`config.mk`:
```
export PLATFORM = sky130hd
export DESIGN_NAME = subtract_shift_alu
export DESIGN_NICKNAME = d
export VERILOG_FILES = /design/src/include/sub_shift_pkg.sv /design/src/design/sub_adder.sv /design/src/design/subtract_shift_alu.sv
export SDC_FILE = /design/constraint.sdc
export NUM_CORES = 1
export LEC_CHECK = 0
export BUFFER_PORTS_ARGS = -buffer_cell sky130_fd_sc_hd__buf_2
export CORE_MARGIN = 2
export CORE_UTILIZATION = 60
export DETAILED_ROUTE_END_ITERATION = 10
export PLACE_DENSITY = 0.87
export SLEW_MARGIN = 20
export SYNTH_ARGS = -nofsm -noshare
export SYNTH_HDL_FRONTEND = slang
export SYNTH_SLANG_ARGS = --single-unit
export TNS_END_PERCENT = 1
```
`constraint.sdc`:
```
create_clock -name clk_sys -period 12.5 [get_ports clk_sys]
set_clock_uncertainty 0.05 [all_clocks]
set_input_delay 2.5 -clock clk_sys [delete_from_list [all_inputs] [get_ports clk_sys]]
set_output_delay 2.5 -clock clk_sys [all_outputs]
set_load 0.02 [all_outputs]
```
`src/include/sub_shift_pkg.sv`:
```
/*
 holds the shared constants and carrier types of the subtract and shift
 datapath. assumes a 32-bit register file and an 8-bit immediate field.
*/
package sub_shift_pkg;

	localparam int DATA_W = 32;
	localparam int IMM_W = 8;
	localparam int SHAMT_W = 5;
	localparam int SIGN_BIT = 31;
	localparam int REG_IDX_W = 8;
	localparam logic [3:0] FLAGS_RESET = 4'h0;
	localparam logic [31:0] RESULT_RESET = 32'h0000_0000;

	// -----------------------------------------------------------------
	// operation codes
	// -----------------------------------------------------------------
	typedef enum logic [3:0] {
		shift_right_zero_fill = 4'h0,
		subtract_plain = 4'h1,
		subtract_signed_checked = 4'h2,
		subtract_unsigned_checked = 4'h3,
		subtract_with_carry_in = 4'h4,
		subtract_carry_signed_checked = 4'h5,
		subtract_carry_unsigned_checked = 4'h6,
		reverse_subtract = 4'h7,
		reverse_signed_checked = 4'h8,
		reverse_unsigned_checked = 4'h9,
		reverse_subtract_carry_in = 4'hA,
		reverse_carry_signed_checked = 4'hB,
		reverse_carry_unsigned_checked = 4'hC
	} alu_op_e;

	typedef struct packed {
		logic overflow;
		logic negative;
		logic zero;
		logic carry;
	} status_flags_s;

	typedef struct packed {
		logic valid;
		alu_op_e op;
		logic imm_select;
		logic [IMM_W-1:0] immediate;
		logic [DATA_W-1:0] first_operand;
		logic [DATA_W-1:0] second_register;
		logic [REG_IDX_W-1:0] target_register;
	} alu_request_s;

	typedef struct packed {
		logic valid;
		logic [DATA_W-1:0] value;
		logic [REG_IDX_W-1:0] target_register;
		logic out_of_range;
	} alu_result_s;

endpackage

```
`src/design/sub_adder.sv`:
```
/*
 holds the 32-bit adder with carry in and the derived carry and signed overflow outputs.
 assumes the caller has already inverted whichever operand is subtracted.
*/
`timescale 1ns/1ps
module sub_adder #(
	parameter int WIDTH = 32
)(
	input wire logic [WIDTH-1:0] addend_a,
	input wire logic [WIDTH-1:0] addend_b,
	input wire logic carry_in,
	output logic [WIDTH-1:0] sum,
	output logic carry_out,
	output logic signed_overflow
);
	logic [WIDTH:0] wide_sum;

	always_comb
	begin
		wide_sum = {1'b0, addend_a} + {1'b0, addend_b}
			+ {{WIDTH{1'b0}}, carry_in};
		sum = wide_sum[WIDTH-1:0];
		carry_out = wide_sum[WIDTH];
		// same-sign inputs giving an opposite-sign sum
		signed_overflow = (addend_a[WIDTH-1] == addend_b[WIDTH-1])
			&& (sum[WIDTH-1] != addend_a[WIDTH-1]);
	end
endmodule

```
`src/design/subtract_shift_alu.sv`:
```
/*
 holds the subtract family and logical right shift execution stage.
 assumes the decoder presents one request per cycle, held for one cycle,
 and that the trap logic acts on out_of_range of the registered result.
*/
`timescale 1ns/1ps
module subtract_shift_alu #(
	parameter int WIDTH = sub_shift_pkg::DATA_W
)(
	input wire logic clk_sys,
	input wire logic rst,
	input wire sub_shift_pkg::alu_request_s request,
	output sub_shift_pkg::alu_result_s result,
	output sub_shift_pkg::status_flags_s flags
);
	logic [WIDTH-1:0] operand_two;
	logic [WIDTH-1:0] addend_a;
	logic [WIDTH-1:0] addend_b;
	logic carry_in;
	logic [WIDTH-1:0] sum;
	logic carry_out;
	logic signed_overflow;
	logic is_shift;
	logic signed_check;
	logic unsigned_check;
	logic [WIDTH-1:0] shifted;
	logic [WIDTH-1:0] next_value;
	logic next_trap;
	sub_shift_pkg::status_flags_s next_flags;

	// ---------------------------------------------------------------
	// operand selection
	// ---------------------------------------------------------------
	always_comb
	begin
		if (request.imm_select)
			operand_two = {{(WIDTH - sub_shift_pkg::IMM_W){1'b0}},
				request.immediate};
		else
			operand_two = request.second_register;
	end

	// ---------------------------------------------------------------
	// adder input steering
	// ---------------------------------------------------------------
	always_comb
	begin
		addend_a = request.first_operand;
		addend_b = ~operand_two;
		carry_in = 1'b1;
		is_shift = 1'b0;
		signed_check = 1'b0;
		unsigned_check = 1'b0;
		case (request.op)
			sub_shift_pkg::shift_right_zero_fill:
				is_shift = 1'b1;
			// a plus not b plus one
			sub_shift_pkg::subtract_plain:
				carry_in = 1'b1;
			sub_shift_pkg::subtract_signed_checked:
				signed_check = 1'b1;
			sub_shift_pkg::subtract_unsigned_checked:
				unsigned_check = 1'b1;
			sub_shift_pkg::subtract_with_carry_in:
				carry_in = flags.carry;
			sub_shift_pkg::subtract_carry_signed_checked:
			begin
				carry_in = flags.carry;
				signed_check = 1'b1;
			end
			sub_shift_pkg::subtract_carry_unsigned_checked:
			begin
				carry_in = flags.carry;
				unsigned_check = 1'b1;
			end
			sub_shift_pkg::reverse_subtract:
			begin
				addend_a = operand_two;
				addend_b = ~request.first_operand;
			end
			sub_shift_pkg::reverse_signed_checked:
			begin
				addend_a = operand_two;
				addend_b = ~request.first_operand;
				signed_check = 1'b1;
			end
			sub_shift_pkg::reverse_unsigned_checked:
			begin
				addend_a = operand_two;
				addend_b = ~request.first_operand;
				unsigned_check = 1'b1;
			end
			sub_shift_pkg::reverse_subtract_carry_in:
			begin
				addend_a = operand_two;
				addend_b = ~request.first_operand;
				carry_in = flags.carry;
			end
			sub_shift_pkg::reverse_carry_signed_checked:
			begin
				addend_a = operand_two;
				addend_b = ~request.first_operand;
				carry_in = flags.carry;
				signed_check = 1'b1;
			end
			sub_shift_pkg::reverse_carry_unsigned_checked:
			begin
				addend_a = operand_two;
				addend_b = ~request.first_operand;
				carry_in = flags.carry;
				unsigned_check = 1'b1;
			end
			default:
				is_shift = 1'b1;
		endcase
	end

	sub_adder #(
		.WIDTH(WIDTH)
	) adder (
		.addend_a(addend_a),
		.addend_b(addend_b),
		.carry_in(carry_in),
		.sum(sum),
		.carry_out(carry_out),
		.signed_overflow(signed_overflow)
	);

	// ---------------------------------------------------------------
	// result and trap
	// ---------------------------------------------------------------
	always_comb
	begin
		shifted = request.first_operand
			>> operand_two[sub_shift_pkg::SHAMT_W-1:0];
		next_value = is_shift ? shifted : sum;
		next_trap = (signed_check && signed_overflow)
			|| (unsigned_check && !carry_out);
	end

	always_comb
	begin
		// all four flags from the addition
		next_flags.overflow = signed_overflow;
		next_flags.negative = sum[sub_shift_pkg::SIGN_BIT];
		next_flags.zero = (sum == '0);
		next_flags.carry = carry_out;
	end

	// ---------------------------------------------------------------
	// registered outputs
	// ---------------------------------------------------------------
	always_ff @(posedge clk_sys)
	begin
		if (rst)
		begin
			result.valid <= 1'b0;
			result.value <= sub_shift_pkg::RESULT_RESET;
			result.target_register <= '0;
			result.out_of_range <= 1'b0;
		end
		else
		begin
			result.valid <= request.valid;
			result.value <= next_value;
			result.target_register <= request.target_register;
			result.out_of_range <= request.valid && next_trap;
		end
	end

	always_ff @(posedge clk_sys)
	begin
		if (rst)
			flags <= sub_shift_pkg::FLAGS_RESET;
		else if (request.valid && !is_shift)
			flags <= next_flags;
	end
endmodule

```
Word-level counts from Yosys, hierarchy flattened
Cells that the tools add are included.

Add/subtract/negate cells: 2. Equal/unequal tests: 14. Shift operators: 1. Multiplexer cells: 7. Bitwise operators: 2. Reduce and logical (&&, ||, !) cells: 13.

Operator list (number): $mux 32 (4); $not 32->32 (2); $add 32x32->33 (1); $add 33x1->33 (1); $logic_not 32->1 (1); $shr 32x5->32 (1); $eq 4x4->1 const B (5); $eq 4x3->1 const B (4); $reduce_or 12->1 (1); $reduce_or 6->1 (2); $eq 4x2->1 const B (2); $reduce_or 4->1 (2); $logic_and 1x1->1 (5); $eq 4x1->1 const B (1); $mux 1 (3); $eq 1x1->1 (1); $logic_not 1->1 (1); $logic_or 1x1->1 (1); $ne 1x1->1 (1).

Flip-flop bits (word level): 46. Bits of input ports: 88. Word-level logic and storage cells: 47.

Depth between registers and ports, before layout
Gate-level depths: netlist of run 1.

Word-level depth: 10. Depth in mapped cells: 20.

Cells and area by module
A second synthesis of run 1 with hierarchy kept.

Cell total of the unflattened synthesis: 766. Area total of the unflattened synthesis: 5863.1 µm².

Modules (own cells, without submodules): subtract_shift_alu (times used 1, cells each 527, area each 4132.7 µm², seq. area each 920.9 µm²); sub_adder (times used 1, cells each 239, area each 1730.4 µm², seq. area each 0.0 µm²).

Worst setup path after synthesis of run 1
No wires, ideal clock.

Kind: input to register. Start: input port request[82] (netlist bit). End: register flags[1] (netlist bit). Setup time: 59 ps. Arrival: 6225 ps. Data required time: 12391 ps. Setup slack: 6166 ps. Cell stages on the path: 19. Path buffers: 3. Path through: clkbuf_1 > o21ai_0 > a22o_1 > clkbuf_1 > clkbuf_1 > nand2_1 > o21ai_0 > fa_1 > inv_1 > fa_1 > a211oi_1 > o211ai_1 > a21o_1 > a211o_1 > a211oi_1 > o31ai_1 > a2111oi_2 > nand4_1 > nand2_1.

Cells in the longest elaborated chain, start to end: 6. Elaborated cells on any way between the ends: 22. Those cells by class: 2 x add/sub; 12 x eq/ne; 3 x mux; 5 x reduce/logical.

RTL lines: from (decl) (line subtract_shift_alu.sv:12) `input wire sub_shift_pkg::alu_request_s request,`; $eq 4x4->1 / $eq 4x3->1 (equally long branches) (line subtract_shift_alu.sv:54) `case (request.op)`; $reduce_or 6->1 (no line); $mux 32, on equally long branches; $add 32x32->33 (line sub_adder.sv:20) `wide_sum = {1'b0, addend_a} + {1'b0, addend_b}`; $add 33x1->33 (line sub_adder.sv:21) `+ {{WIDTH{1'b0}}, carry_in};`; $logic_not 32->1 (line subtract_shift_alu.sv:146) `next_flags.zero = (sum == '0);`; to (signal assigned) (line subtract_shift_alu.sv:174) `flags <= sub_shift_pkg::FLAGS_RESET;`; to (signal assigned) (line subtract_shift_alu.sv:176) `flags <= next_flags;`; to (decl) (line subtract_shift_alu.sv:14) `output sub_shift_pkg::status_flags_s flags`.

Several ways; a longest one is shown, not always the timed one. A chain may end at the register's enable or synchronous reset.

Final worst setup path of run 1
Same ends and word-level chain as after synthesis.

==> metrics.md, run 1 <==
| Metric | Value |
|---|---|
| Status | `finished clean` |
| Setup CP Type | `input port to flip-flop` |
| Resize count post-CTS | `0` |
| Root Buffer | `clkbuf_8` |
| # port buffers | `between 100 and 150` |
| Synth top cells by count | `nand2_1, mux2i_1, a21oi_1` |
| DIE AREA | `approximately 0.011 mm2` |
| IO Pins | `roughly 130` |
| Synth warn | `0` |
| TritonRoute pass-1 iters | `6` |
| Hpwl dp | `approximately 14 mm` |
| Pleak | `3.13 nW` |
| Worst-path clk slew | `0.09 ns` |
| Mean Syn Cell Area | `7.13 um2` |
| Total chip power | `0.776 mW` |
| CTS Hold Buffers Added | `0` |
| Slew Limit Fails | `0` |
| Worst slew margin | `24.0%` |
| Seq/Total Area, Yosys | `15.4%` |
| Register bit total from synthesis | `between 40 and 50` |
| Fillers | `886` |
| RSZ-0062 raised after global routing | `no` |
| MaxCap Viol Count | `0` |
| Core Box Area | `0.00973 mm2` |
| Synth Cell Area | `0.00597 mm2` |
| Top-area cell type share of the netlist area | `between 10% and 20%` |
| Async set or reset register ratio after synthesis | `0%` |
| First-iteration detailed-routing DRC count | `572` |
| Post-synth EDFFs | `0` |
| Main synth FF type | `dfxtp_1` |
| Final hold vios | `0` |
| Worst endpoint required time | `12.70 ns` |
| GR Util All Layers | `31.8%` |
| Clk buf depth | `2` |
| Post-CTS Setup Inserts | `0` |
| Post-Synthesis Cells | `837` |
| Number of global-route vias before repair | `roughly 5900` |
| Peak VDD IR | `0.0861 mV` |
| Buf+Inv Stages, Crit Path | `2` |
| H-tree levels | `2` |
| Syn nets | `958` |
| Worst setup EP type | `flip-flop` |
| Netlist cell types | `70` |
| Crit-path cells | `buf_2 -> o21ai_0 -> a22o_2 -> buf_4 -> o21ai_0 -> fa_1 -> nor2b_1 -> o2111ai_1 -> a2111oi_0 -> nor2_1 -> o31ai_1 -> o221ai_1 -> nor4_1 -> nand4_1 -> nand2_1` |
| Post-synth top area cell | `mux2i_1` |
| DR vias | `between 6000 and 7000` |
| Power Dens Cells | `roughly 110 mW/mm2` |
| Setup TNS | `0 ns` |
| Initial antenna violation count | `0` |
| Chip Height | `104 um` |
| Post-DR vias/cell | `between 6 and 7` |
| Tmin final | `~7 ns` |
| Clock latency on the worst-skew pair | `0.29 ns` |
| Nets | `between 1000 and 1500` |
| Fin crit share | `55.3%` |
| Share of cells above drive strength 1 | `18.1%` |
| Top achievable clock speed | `145 MHz` |
| Top-count cell post-synth | `nand2_1` |
| Hold/Removal Path Class | `flip-flop to flip-flop` |
| Global route total overflow | `0` |
| ANT nets after route | `0` |
| Die X | `104 um` |
| Family with the most delay on the worst path | `compound AO/OA/AOI/OAI gates` |
| Slowest stage delay, CP | `around 0.75 ns` |
| Dpl ws | `about 5.3 ns` |
| Total CTS buffers | `5` |
| FF/Latch Area | `921 um2` |
| Crit-path max FO | `80` |
| Main area contributors after synthesis | `mux2i_1, dfxtp_1, a21oi_1` |
| Fin worst setup slack | `between 5 and 6 ns` |
| # DRC | `0` |
| Slowest cell on crit path | `a2111oi_0` |
| Final setup violation count | `0` |
| Type of origin of the critical path | `input port` |
| First-pass GRT wire length | `28.9 mm` |
| Area taken by multi-input logic gates | `just under 0.005 mm2` |
| Largest net degree at the start of global routing | `81` |
| # diodes | `0` |
| Synthesis-to-finish area growth | `13.4%` |
| DP Area | `0.00666 mm2` |
| CTS tree | `yes` |
| Final instance area | `0.00677 mm2` |
| Worst EP arrival | `7.11 ns` |
| Number of cell rows | `36` |
| Clk sinks | `46` |
| Cell mode on critical path | `o21ai_0` |
| Placer congestion estimate | `0.992` |
| Drt wl/cell | `between 15 and 20 um` |
| Least-Margin Pin Slew | `about 1.1 ns` |
| Initial core utilization | `61.3%` |
| Aggregate routed wire length | `17.8 mm` |
-- registers in the layout, summed over array words and instances, names as in the netlist --
name    flops
flags       4
result     42
-- path summary, 6_finish.rpt --
check | end | cells after the start | startpoint | slack, ns
setup reg to reg | flags[1] | 13 | flags[0] | 8.64
setup / recovery | flags[1] | 15 | request[82] | 5.59
hold / removal | flags[3] | 2 | flags[3] | 0.41
hold reg to reg | flags[3] | 2 | flags[3] | 0.41
-- where the power goes --
| part | internal [mW] | switching, mW | leakage (nW) |
|---|---|---|---|
| logic | 0.181 | 0.312 | 2.70 |
| clock network | 0.0596 | 0.0476 | 0.0514 |
| registers | 0.171 | 0.00561 | 0.382 |
-- layer usage --
layer  wire length [um]  vias up  global-route usage (%)
li1                   -     3252                       -
met1               7650     3038                    43.2
met2               8060      402                    52.9
met3               1680       48                    4.59
met4                386        0                    8.30
met5                  0        -                       0
-- worst reg2reg max path, cell delays in order (launching register included) --
cell,delay [ns]
dfxtp_1,0.35
nor3_1,0.42
fa_1,0.28
inv_1,0.06
fa_1,0.43
a211oi_1,0.35
o211ai_1,0.22
a211oi_1,0.43
o21bai_1,0.13
xnor2_1,0.24
o221ai_1,0.16
nor4_1,0.47
nand4_1,0.14
nand2_1,0.08
-- metrics by stage --
step                      utilization (%)  std cells  hold slack (ns)
after floorplan                         -        837            0.484
after global placement               68.4       1052            0.400
after detailed placement             68.4       1052            0.402
after CTS                            69.6       1060            0.413
after global routing                 69.6       1060            0.461
final                                69.6       1060            0.413
-- cells in the final DEF, fill, tap and decap left out, types with 5 or more instances in the layout --
cell type,Yosys,layout
and3_1,15,15
o21ai_0,49,49
clkbuf_8,0,5
nand2b_1,27,27
buf_4,1,6
nor2_1,90,90
xor2_1,13,13
or3_1,5,5
o31ai_1,5,5
nand4_1,6,6
xnor2_1,10,10
buf_2,8,133
nor4_1,5,5
a22oi_1,6,5
a21oi_1,92,92
a31oi_1,7,7
inv_1,7,7
mux2i_1,93,91
a21o_1,17,17
a21boi_0,5,5
dfxtp_1,46,46
nor2b_1,15,15
and2_1,5,5
a211oi_1,28,28
ha_1,31,31
nor3_1,15,15
nand2_1,94,94
nand3_1,22,22
-- final cells by class --
type	count	share of cell area (%)
clock inverter	2	0.555
sequential	46	13.6
clock buffer	6	1.07
inverter	7	0.388
tap	133	2.46
timing repair buffer	139	10.5
multi-input combinational	727	71.4
-- cells by family (layout without fill, tap and decap cells) --
family,after synthesis,after routing,share of synthesized area (%)
AND/OR/NAND/NOR,314,314,25.0
XOR/XNOR,23,23,3.38
adder cells (fa/ha/maj),33,33,7.17
AO/OA/AOI/OAI,259,259,28.2
flip-flops,46,46,15.4
buffers and inverters,64,154,4.26
multiplexers,98,98,16.6
Note: power is estimated with default switching activity, not from simulation.
==> run 2, diff against run 1 <==
--- a/config.mk
+++ b/config.mk
@@ -5,11 +5,12 @@
 export SDC_FILE = /design/constraint.sdc
 export NUM_CORES = 1
 export LEC_CHECK = 0
+export ABC_AREA = 1
 export BUFFER_PORTS_ARGS = -buffer_cell sky130_fd_sc_hd__buf_2
 export CORE_MARGIN = 2
-export CORE_UTILIZATION = 60
+export CORE_UTILIZATION = 57
 export DETAILED_ROUTE_END_ITERATION = 10
-export PLACE_DENSITY = 0.87
+export PLACE_DENSITY = 0.82
 export SLEW_MARGIN = 20
 export SYNTH_ARGS = -nofsm -noshare
 export SYNTH_HDL_FRONTEND = slang
==> constraint.sdc (replaced) <==
create_clock -name clk_sys -period 6.4 [get_ports clk_sys]
set_clock_uncertainty 0.05 [all_clocks]
set_input_delay 1.28 -clock clk_sys [delete_from_list [all_inputs] [get_ports clk_sys]]
set_output_delay 1.28 -clock clk_sys [all_outputs]
set_load 0.02 [all_outputs]
==> run 2 against run 1 <==
  * Critical path depth up 9
  * Worst hold slack improved by 0.056 ns
  * Total power rose by 100%
  * Count of clock-buffer cells in the layout shrank 1
  * Area after synthesis up 11%
  * Final cell count grew 47%
  * Critical path type unchanged
==> metrics.md, run 2 <==
| Metric | Value |
|---|---|
| Status | `finished clean` |
| GR Util All Layers | `between 30% and 40%` |
| Total CTS buffers | `5` |
| Hpwl dp | `around 18 mm` |
| Fin crit share | `77.4%` |
| Cell mode on critical path | `nand2_1` |
| Worst EP arrival | `5.12 ns` |
| Most frequent cells in the layout | `nand2_1, inv_1, buf_2` |
| Syn nets | `1438` |
| Hold Crit Start | `flags[1]` |
| Drt wl/cell | `~14 um` |
| Resize count post-CTS | `0` |
| Post-synth EDFFs | `0` |
| Crit-path cells | `buf_2 -> buf_4 -> inv_2 -> or2_2 -> o21ai_2 -> buf_4 -> inv_1 -> nand2_1 -> o21ai_0 -> ha_1 -> or2_2 -> nand3_1 -> nand2_1 -> nand2_1 -> nand2_1 -> nand2_1 -> nand2_1 -> nand2_1 -> nand2_1 -> nor2_1 -> nand3_1 -> nor2_1 -> nand2_1 -> a21oi_1` |
| Sw Ratio | `50.3%` |
| Most common cell after layout, fill and taps aside | `nand2_1` |
| Clk sinks | `46` |
| # DRC | `0` |
| Netlist cell types | `35` |
| # diodes | `0` |
| Final hold vios | `0` |
| DR vias | `8382` |
| Tmin final | `4.95 ns` |
| Seq pwr share | `21.1%` |
| TritonRoute pass-1 iters | `5` |
| Die X | `112 um` |
| Hold/Removal Path Class | `flip-flop to flip-flop` |
| Main synth FF type | `dfxtp_1` |
| FF-to-FF path depth | `19` |
| Pleak | `4.29 nW` |
| Cell Int Power | `0.787 mW` |
| Register bit total from synthesis | `46` |
| RSZ-0062 raised after global routing | `no` |
| H-tree levels | `2` |
| Post-synth top area cell | `nand2_1` |
| ANT nets after route | `0` |
| Final setup violation count | `0` |
| Synth warn | `0` |
| Least-Margin Pin Slew | `1.13 ns` |
| NetSw | `0.797 mW` |
| Post-CTS Setup Inserts | `0` |
| # port buffers | `133` |
| Slowest stage delay, CP | `0.40 ns` |
| Aggregate routed wire length | `22.1 mm` |
| Share of cells above drive strength 1 | `between 10% and 20%` |
| Fillers | `1189` |
| Synth Cell Area | `0.00665 mm2` |
| First-pass GRT wire length | `35.0 mm` |
| Max reg flops | `42` |
| Root Buffer | `clkbuf_16` |
| Slew Limit Fails | `0` |
| Main area contributors after synthesis | `nand2_1, dfxtp_1, inv_1` |
| Number of global-route vias before repair | `between 7000 and 8000` |
| Setup CP Type | `input port to flip-flop` |
| Post-Synthesis Cells | `roughly 1300` |
| Top-count cell post-synth | `nand2_1` |
| Clk buf depth | `2` |
| Peak VDD IR | `0.292 mV` |
| Worst slew margin | `24.4%` |
| Worst setup EP type | `flip-flop` |
| Worst-path clk slew | `0.07 ns` |
| Initial core utilization | `around three fifths` |
| Comb power frac | `63.0%` |
| Chip Height | `around 110 um` |
| Slowest cell on crit path | `inv_1` |
| Largest net degree at the start of global routing | `105` |
| Top achievable clock speed | `between 200 and 250 MHz` |
| Async set or reset register ratio after synthesis | `0%` |
| Mean Syn Cell Area | `just over 5 um2` |
| First-iteration detailed-routing DRC count | `735` |
| Synthesis-to-finish area growth | `12.4%` |
| Crit. Startpoint | `request[80]` |
| CTS Hold Buffers Added | `0` |
| Post-DR vias/cell | `5.38` |
| Initial antenna violation count | `0` |
| Nets | `1535` |
| MaxCap Viol Count | `0` |
| Largest regs | `result: 42 flops, flags: 4 flops` |
| Type of origin of the critical path | `input port` |
| WHS Path Cells | `2` |
| IO Pins | `about 130` |
| CTS tree | `yes` |
| R2r startpoint | `flags[0]` |
| Worst endpoint required time | `between 6 and 7 ns` |
| Most flops, register | `result` |
| Placer congestion estimate | `0.999` |
| DIE AREA | `approximately 0.013 mm2` |
| Clk pwr share | `between 10% and 20%` |
| Final Core Density | `65.5%` |
| Setup TNS | `0 ns` |
| Number of cell rows | `39` |
| Core Box Area | `0.0114 mm2` |
| Clock latency on the worst-skew pair | `0.29 ns` |
| Synth top cells by count | `nand2_1, inv_1, o21ai_0` |
| Global route total overflow | `0` |
| Top-area cell type share of the netlist area | `28.8%` |
| Seq/Total Area, Yosys | `13.8%` |
| Power Dens Cells | `212 mW/mm2` |
| FF-to-FF setup slack | `3.45 ns` |
| Crit-path max FO | `37` |
[run 2: cell types whose count changed in the layout (fill, tap and decap cells not counted), moves of 42 or more]
cell / before / now
inv_1: 7 / 205
nand2_1: 94 / 510
a21oi_1: 92 / 48
mux2i_1: 91 / 3
nand3_1: 22 / 64
o21ai_0: 49 / 127
[run 2: path summary, 6_finish.rpt]
kind / end
worst max-delay path: flags[1]
worst min-delay path: flags[1]
worst max register to register: flags[1]
worst min register to register: flags[1]
[run 2: stage by stage]
stage	power (mW)	hold slack, ns	instances	cell area [um2]	setup slack [ns]
floorplan	1.04	0.490	1317	6650	1.94
global placement	1.30	0.464	1550	7330	1.36
detailed placement	1.31	0.467	1550	7330	1.22
CTS	1.56	0.470	1558	7480	1.51
global route	1.71	0.494	1558	7480	1.00
finish	1.58	0.470	1558	7480	1.45
[run 2: routing by layer]
layer	vias to the layer above	track usage [%]	wire [um]
li1	4305	-	-
met1	3642	48.0	9730
met2	388	55.6	9560
met3	47	2.81	2000
met4	0	12.8	767
met5	-	0	0
[run 2: cell families (layout without fill, tap and decap cells)]
| kind of cell | after synthesis | after routing | share of synthesized area, % |
|---|---|---|---|
| AND/OR/NAND/NOR | 731 | 731 | 43.9 |
| flip-flops | 46 | 46 | 13.8 |
| multiplexers | 3 | 3 | 0.451 |
| buffers and inverters | 261 | 359 | 15.6 |
| adder cells (fa/ha/maj) | 33 | 33 | 6.43 |
| AO/OA/AOI/OAI | 240 | 240 | 19.4 |
| XOR/XNOR | 3 | 3 | 0.395 |
[run 2: area by class of cell]
class                   count  area (um2)  share of cell area (%)
clock buffers               5         125                    1.67
well taps                 143         179                    2.39
multi-input cells        1010        4700                    62.8
clock inverters             3        23.8                   0.318
repair buffers            142         746                    9.97
inverters                 209         785                    10.5
flip-flops and latches     46         921                    12.3
[run 2: worst max-delay path, delay by kind of cell]
family	cells	cell delay, ns
fa+ha+maj	1	0.37
simple gates	15	1.87
compound gates	3	0.30
buf+inv	5	1.28
[run 2: power by group through the flow]
stage	Clock, mW	Combinational [mW]	Sequential (mW)
CTS	0.255	0.970	0.335
floorplan	0	0.645	0.392
global placement	0	0.958	0.340
global route	0.266	1.11	0.338
finish	0.252	0.997	0.334
detailed placement	0	0.965	0.341
==> run 3, diff against run 2 <==
--- a/config.mk
+++ b/config.mk
@@ -8,9 +8,9 @@
 export ABC_AREA = 1
 export BUFFER_PORTS_ARGS = -buffer_cell sky130_fd_sc_hd__buf_2
 export CORE_MARGIN = 2
-export CORE_UTILIZATION = 57
+export CORE_UTILIZATION = 52
 export DETAILED_ROUTE_END_ITERATION = 10
-export PLACE_DENSITY = 0.82
+export PLACE_DENSITY = 0.79
 export SLEW_MARGIN = 20
 export SYNTH_ARGS = -nofsm -noshare
 export SYNTH_HDL_FRONTEND = slang
==> constraint.sdc (replaced) <==
create_clock -name clk_sys -period 4.02 [get_ports clk_sys]
set_clock_uncertainty 0.05 [all_clocks]
set_input_delay 0.804 -clock clk_sys [delete_from_list [all_inputs] [get_ports clk_sys]]
set_output_delay 0.804 -clock clk_sys [all_outputs]
set_load 0.02 [all_outputs]
==> run 3 against run 2 <==
  * Worst setup slack got worse by 1.1 ns
  * Critical path depth fell by 3
  * Count of clock-buffer cells in the layout did not move
  * Final cell count rose by 3.0%
  * Sequential power rose by 60%
  * Register-to-register slack got worse by 2.3 ns
  * Global-route usage fell by 2.1 points
  * First-iteration DRC count rose by 1.2%
  * Clock power rose by 81%
  * Combinational power rose by 63%
  * Critical path type unchanged
  * Largest power group unchanged
==> metrics.md, run 3 (synthesis results as in run 2) <==
| Metric | Value |
|---|---|
| DIE AREA | `0.0137 mm2` |
| # port buffers | `approximately 130` |
| Most common cell after layout, fill and taps aside | `nand2_1` |
| Placer congestion estimate | `0.997` |
| Global route total overflow | `0` |
| GR peak layer | `met2` |
| Worst-path clk slew | `0.06 ns` |
| Non-filler cells, final | `approximately 1600` |
| Nets | `between 1500 and 2000` |
| Worst endpoint required time | `roughly 4.2 ns` |
| TritonRoute pass-1 iters | `6` |
| ANT nets after route | `0` |
| Initial antenna violation count | `0` |
| Buf+Inv Stages, Crit Path | `3` |
| Hold_ws | `0.445 ns` |
| Worst EP arrival | `a little under 4 ns` |
| Slew Limit Fails | `0` |
| Total CTS buffers | `5` |
| Met2 GRT Util | `52.8%` |
| Initial core utilization | `between 50% and 60%` |
| First-pass GRT wire length | `between 30 and 40 mm` |
| Share of cells above drive strength 1 | `roughly an eighth` |
| Hold Crit Start | `flags[1]` |
| IO Pins | `134` |
| Peak VDD IR | `0.203 mV` |
| Worst reg2reg endpoint | `flags[1]` |
| Dpl ws | `-0.00859 ns` |
| Root Buffer | `clkbuf_16` |
| Power Dens Cells | `340 mW/mm2` |
| FF-to-FF setup slack | `1.14 ns` |
| Family with the most delay on the worst path | `simple AND/OR/NAND/NOR gates` |
| Largest net degree at the start of global routing | `64` |
| Tmin final | `3.71 ns` |
| Most flops, register | `result` |
| Post-DR vias/cell | `5.25` |
| Synthesis-to-finish area growth | `15.9%` |
| Crit-path max FO | `8` |
| Fin crit share | `92.2%` |
| Slowest cell on crit path | `fa_1` |
| Final setup violation count | `0` |
| Worst setup EP type | `flip-flop` |
| Crit-path cells | `buf_2 -> nor2_2 -> nand2_1 -> o211ai_1 -> buf_6 -> o21ai_1 -> fa_1 -> inv_1 -> fa_1 -> or2_2 -> nor2_1 -> nand3_1 -> nor2_1 -> nand2_1 -> nor2_1 -> nand2_1 -> nor2_1 -> nand2_1 -> nor2_1 -> nand2_1 -> a21oi_1` |
| Clk buf depth | `2` |
| Status | `finished clean` |
| CTS tree | `yes` |
| # diodes | `0` |
| Slowest stage delay, CP | `between 0.4 and 0.5 ns` |
| Fin worst setup slack | `0.313 ns` |
| Number of global-route vias before repair | `7027` |
| Hpwl dp | `between 15 and 20 mm` |
| Crit. Startpoint | `request[81]` |
| Grt met3 use | `under 10%` |
| Clock latency on the worst-skew pair | `0.28 ns` |
| Setup TNS | `0 ns` |
| Number of cell rows | `41` |
| Max reg flops | `42` |
| Chip Height | `between 100 and 150 um` |
| Core Box Area | `0.0126 mm2` |
| Largest regs | `result: 42 flops, flags: 4 flops` |
| First-iteration detailed-routing DRC count | `744` |
| Met1 Usage GRT | `44.9%` |
| H-tree levels | `2` |
| Worst Hold Endpoint | `flags[1]` |
| Type of origin of the critical path | `input port` |
| Final hold vios | `0` |
| WHS Path Cells | `2` |
| GR Util All Layers | `between 30% and 40%` |
| CTS Hold Buffers Added | `0` |
| MaxCap Viol Count | `0` |
| R2r startpoint | `flags[0]` |
| Top achievable clock speed | `between 200 and 300 MHz` |
| Die X | `117 um` |
| Least-Margin Pin Slew | `between 0.7 and 0.8 ns` |
| Clk sinks | `46` |
| Most frequent cells in the layout | `nand2_1, inv_1, buf_2` |
| Pleak | `4.41 nW` |
| Drt wl/cell | `~14 um` |
| FF-to-FF path depth | `17` |
| RSZ-0062 raised after global routing | `no` |
| # DRC | `0` |
| Worst slew margin | `49.0%` |
| Setup CP Type | `input port to flip-flop` |
| Aggregate routed wire length | `22.4 mm` |
| Hold/Removal Path Class | `flip-flop to flip-flop` |
| Cells after DPL | `~1600` |
| DR vias | `8422` |
run 3: changes by cell type in the layout (fill, tap and decap cells not counted), moves of 2 or more:
cell        before  now
o21ai_1         25   27
o21ai_0        127  125
buf_4            8   23
clkinvlp_4       2    0
run 3: final cells by class:
type	instances	area, um2
clock buffers	5	125
clock inverters	3	43.8
fillers	1400	4860
inverters	209	785
multi-input cells	1010	4710
flip-flops and latches	46	921
well taps	172	215
repair buffers	160	915
run 3: routing by layer:
| layer | routed length (um) | part of all wire, % |
|---|---|---|
| met4 | 730 | 3.3 |
| met1 | 10100 | 45 |
| met5 | 0 | 0 |
| met2 | 9920 | 44 |
| met3 | 1680 | 7.5 |
run 3: where the power goes:
group / total, mW / internal, mW / switching (mW) / leakage (nW)
clock network: 0.456 / 0.294 / 0.162 / 0.0842
registers: 0.534 / 0.518 / 0.0155 / 0.381
logic: 1.63 / 0.546 / 1.09 / 3.94
run 3: repair_timing:
| item | in CTS | in global routing |
|---|---|---|
| setup buffers | 0 | 0 |
| endpoints found under the setup margin | 0 | 1 |
| resized for setup | 0 | 5 |
run 3: worst register-to-register path, cell delays in order, from the launching register on:
cell     delay (ns)
dfxtp_1        0.38
a21oi_1        0.06
buf_4          0.15
fa_1           0.35
inv_1          0.09
fa_1           0.42
or2_2          0.31
nor2_1         0.11
nand3_1        0.08
nor2_1         0.12
nand2_1        0.06
nor2_1         0.11
nand2_1        0.06
nor2_1         0.08
nand2_1        0.08
nor2_1         0.11
nand2_1        0.07
a21oi_1        0.11
run 3: worst max-delay path by stage:
stage	end	slack (ns)	cells past startpoint
after floorplan	flags[1]	0.03	22
after global placement	flags[1]	0.05	21
after detailed placement	flags[1]	-0.009	21
after CTS	flags[1]	0.27	21
after global routing	flags[1]	0.008	21
final	flags[1]	0.31	21
run 3: metrics by stage:
step                area, um2  power, mW  utilization, %
global route             7710       2.85            61.3
global placement         7510       2.12            59.7
CTS                      7680       2.59            61.1
detailed placement       7510       2.13            59.7
floorplan                6650       1.65               -
finish                   7710       2.62            61.3
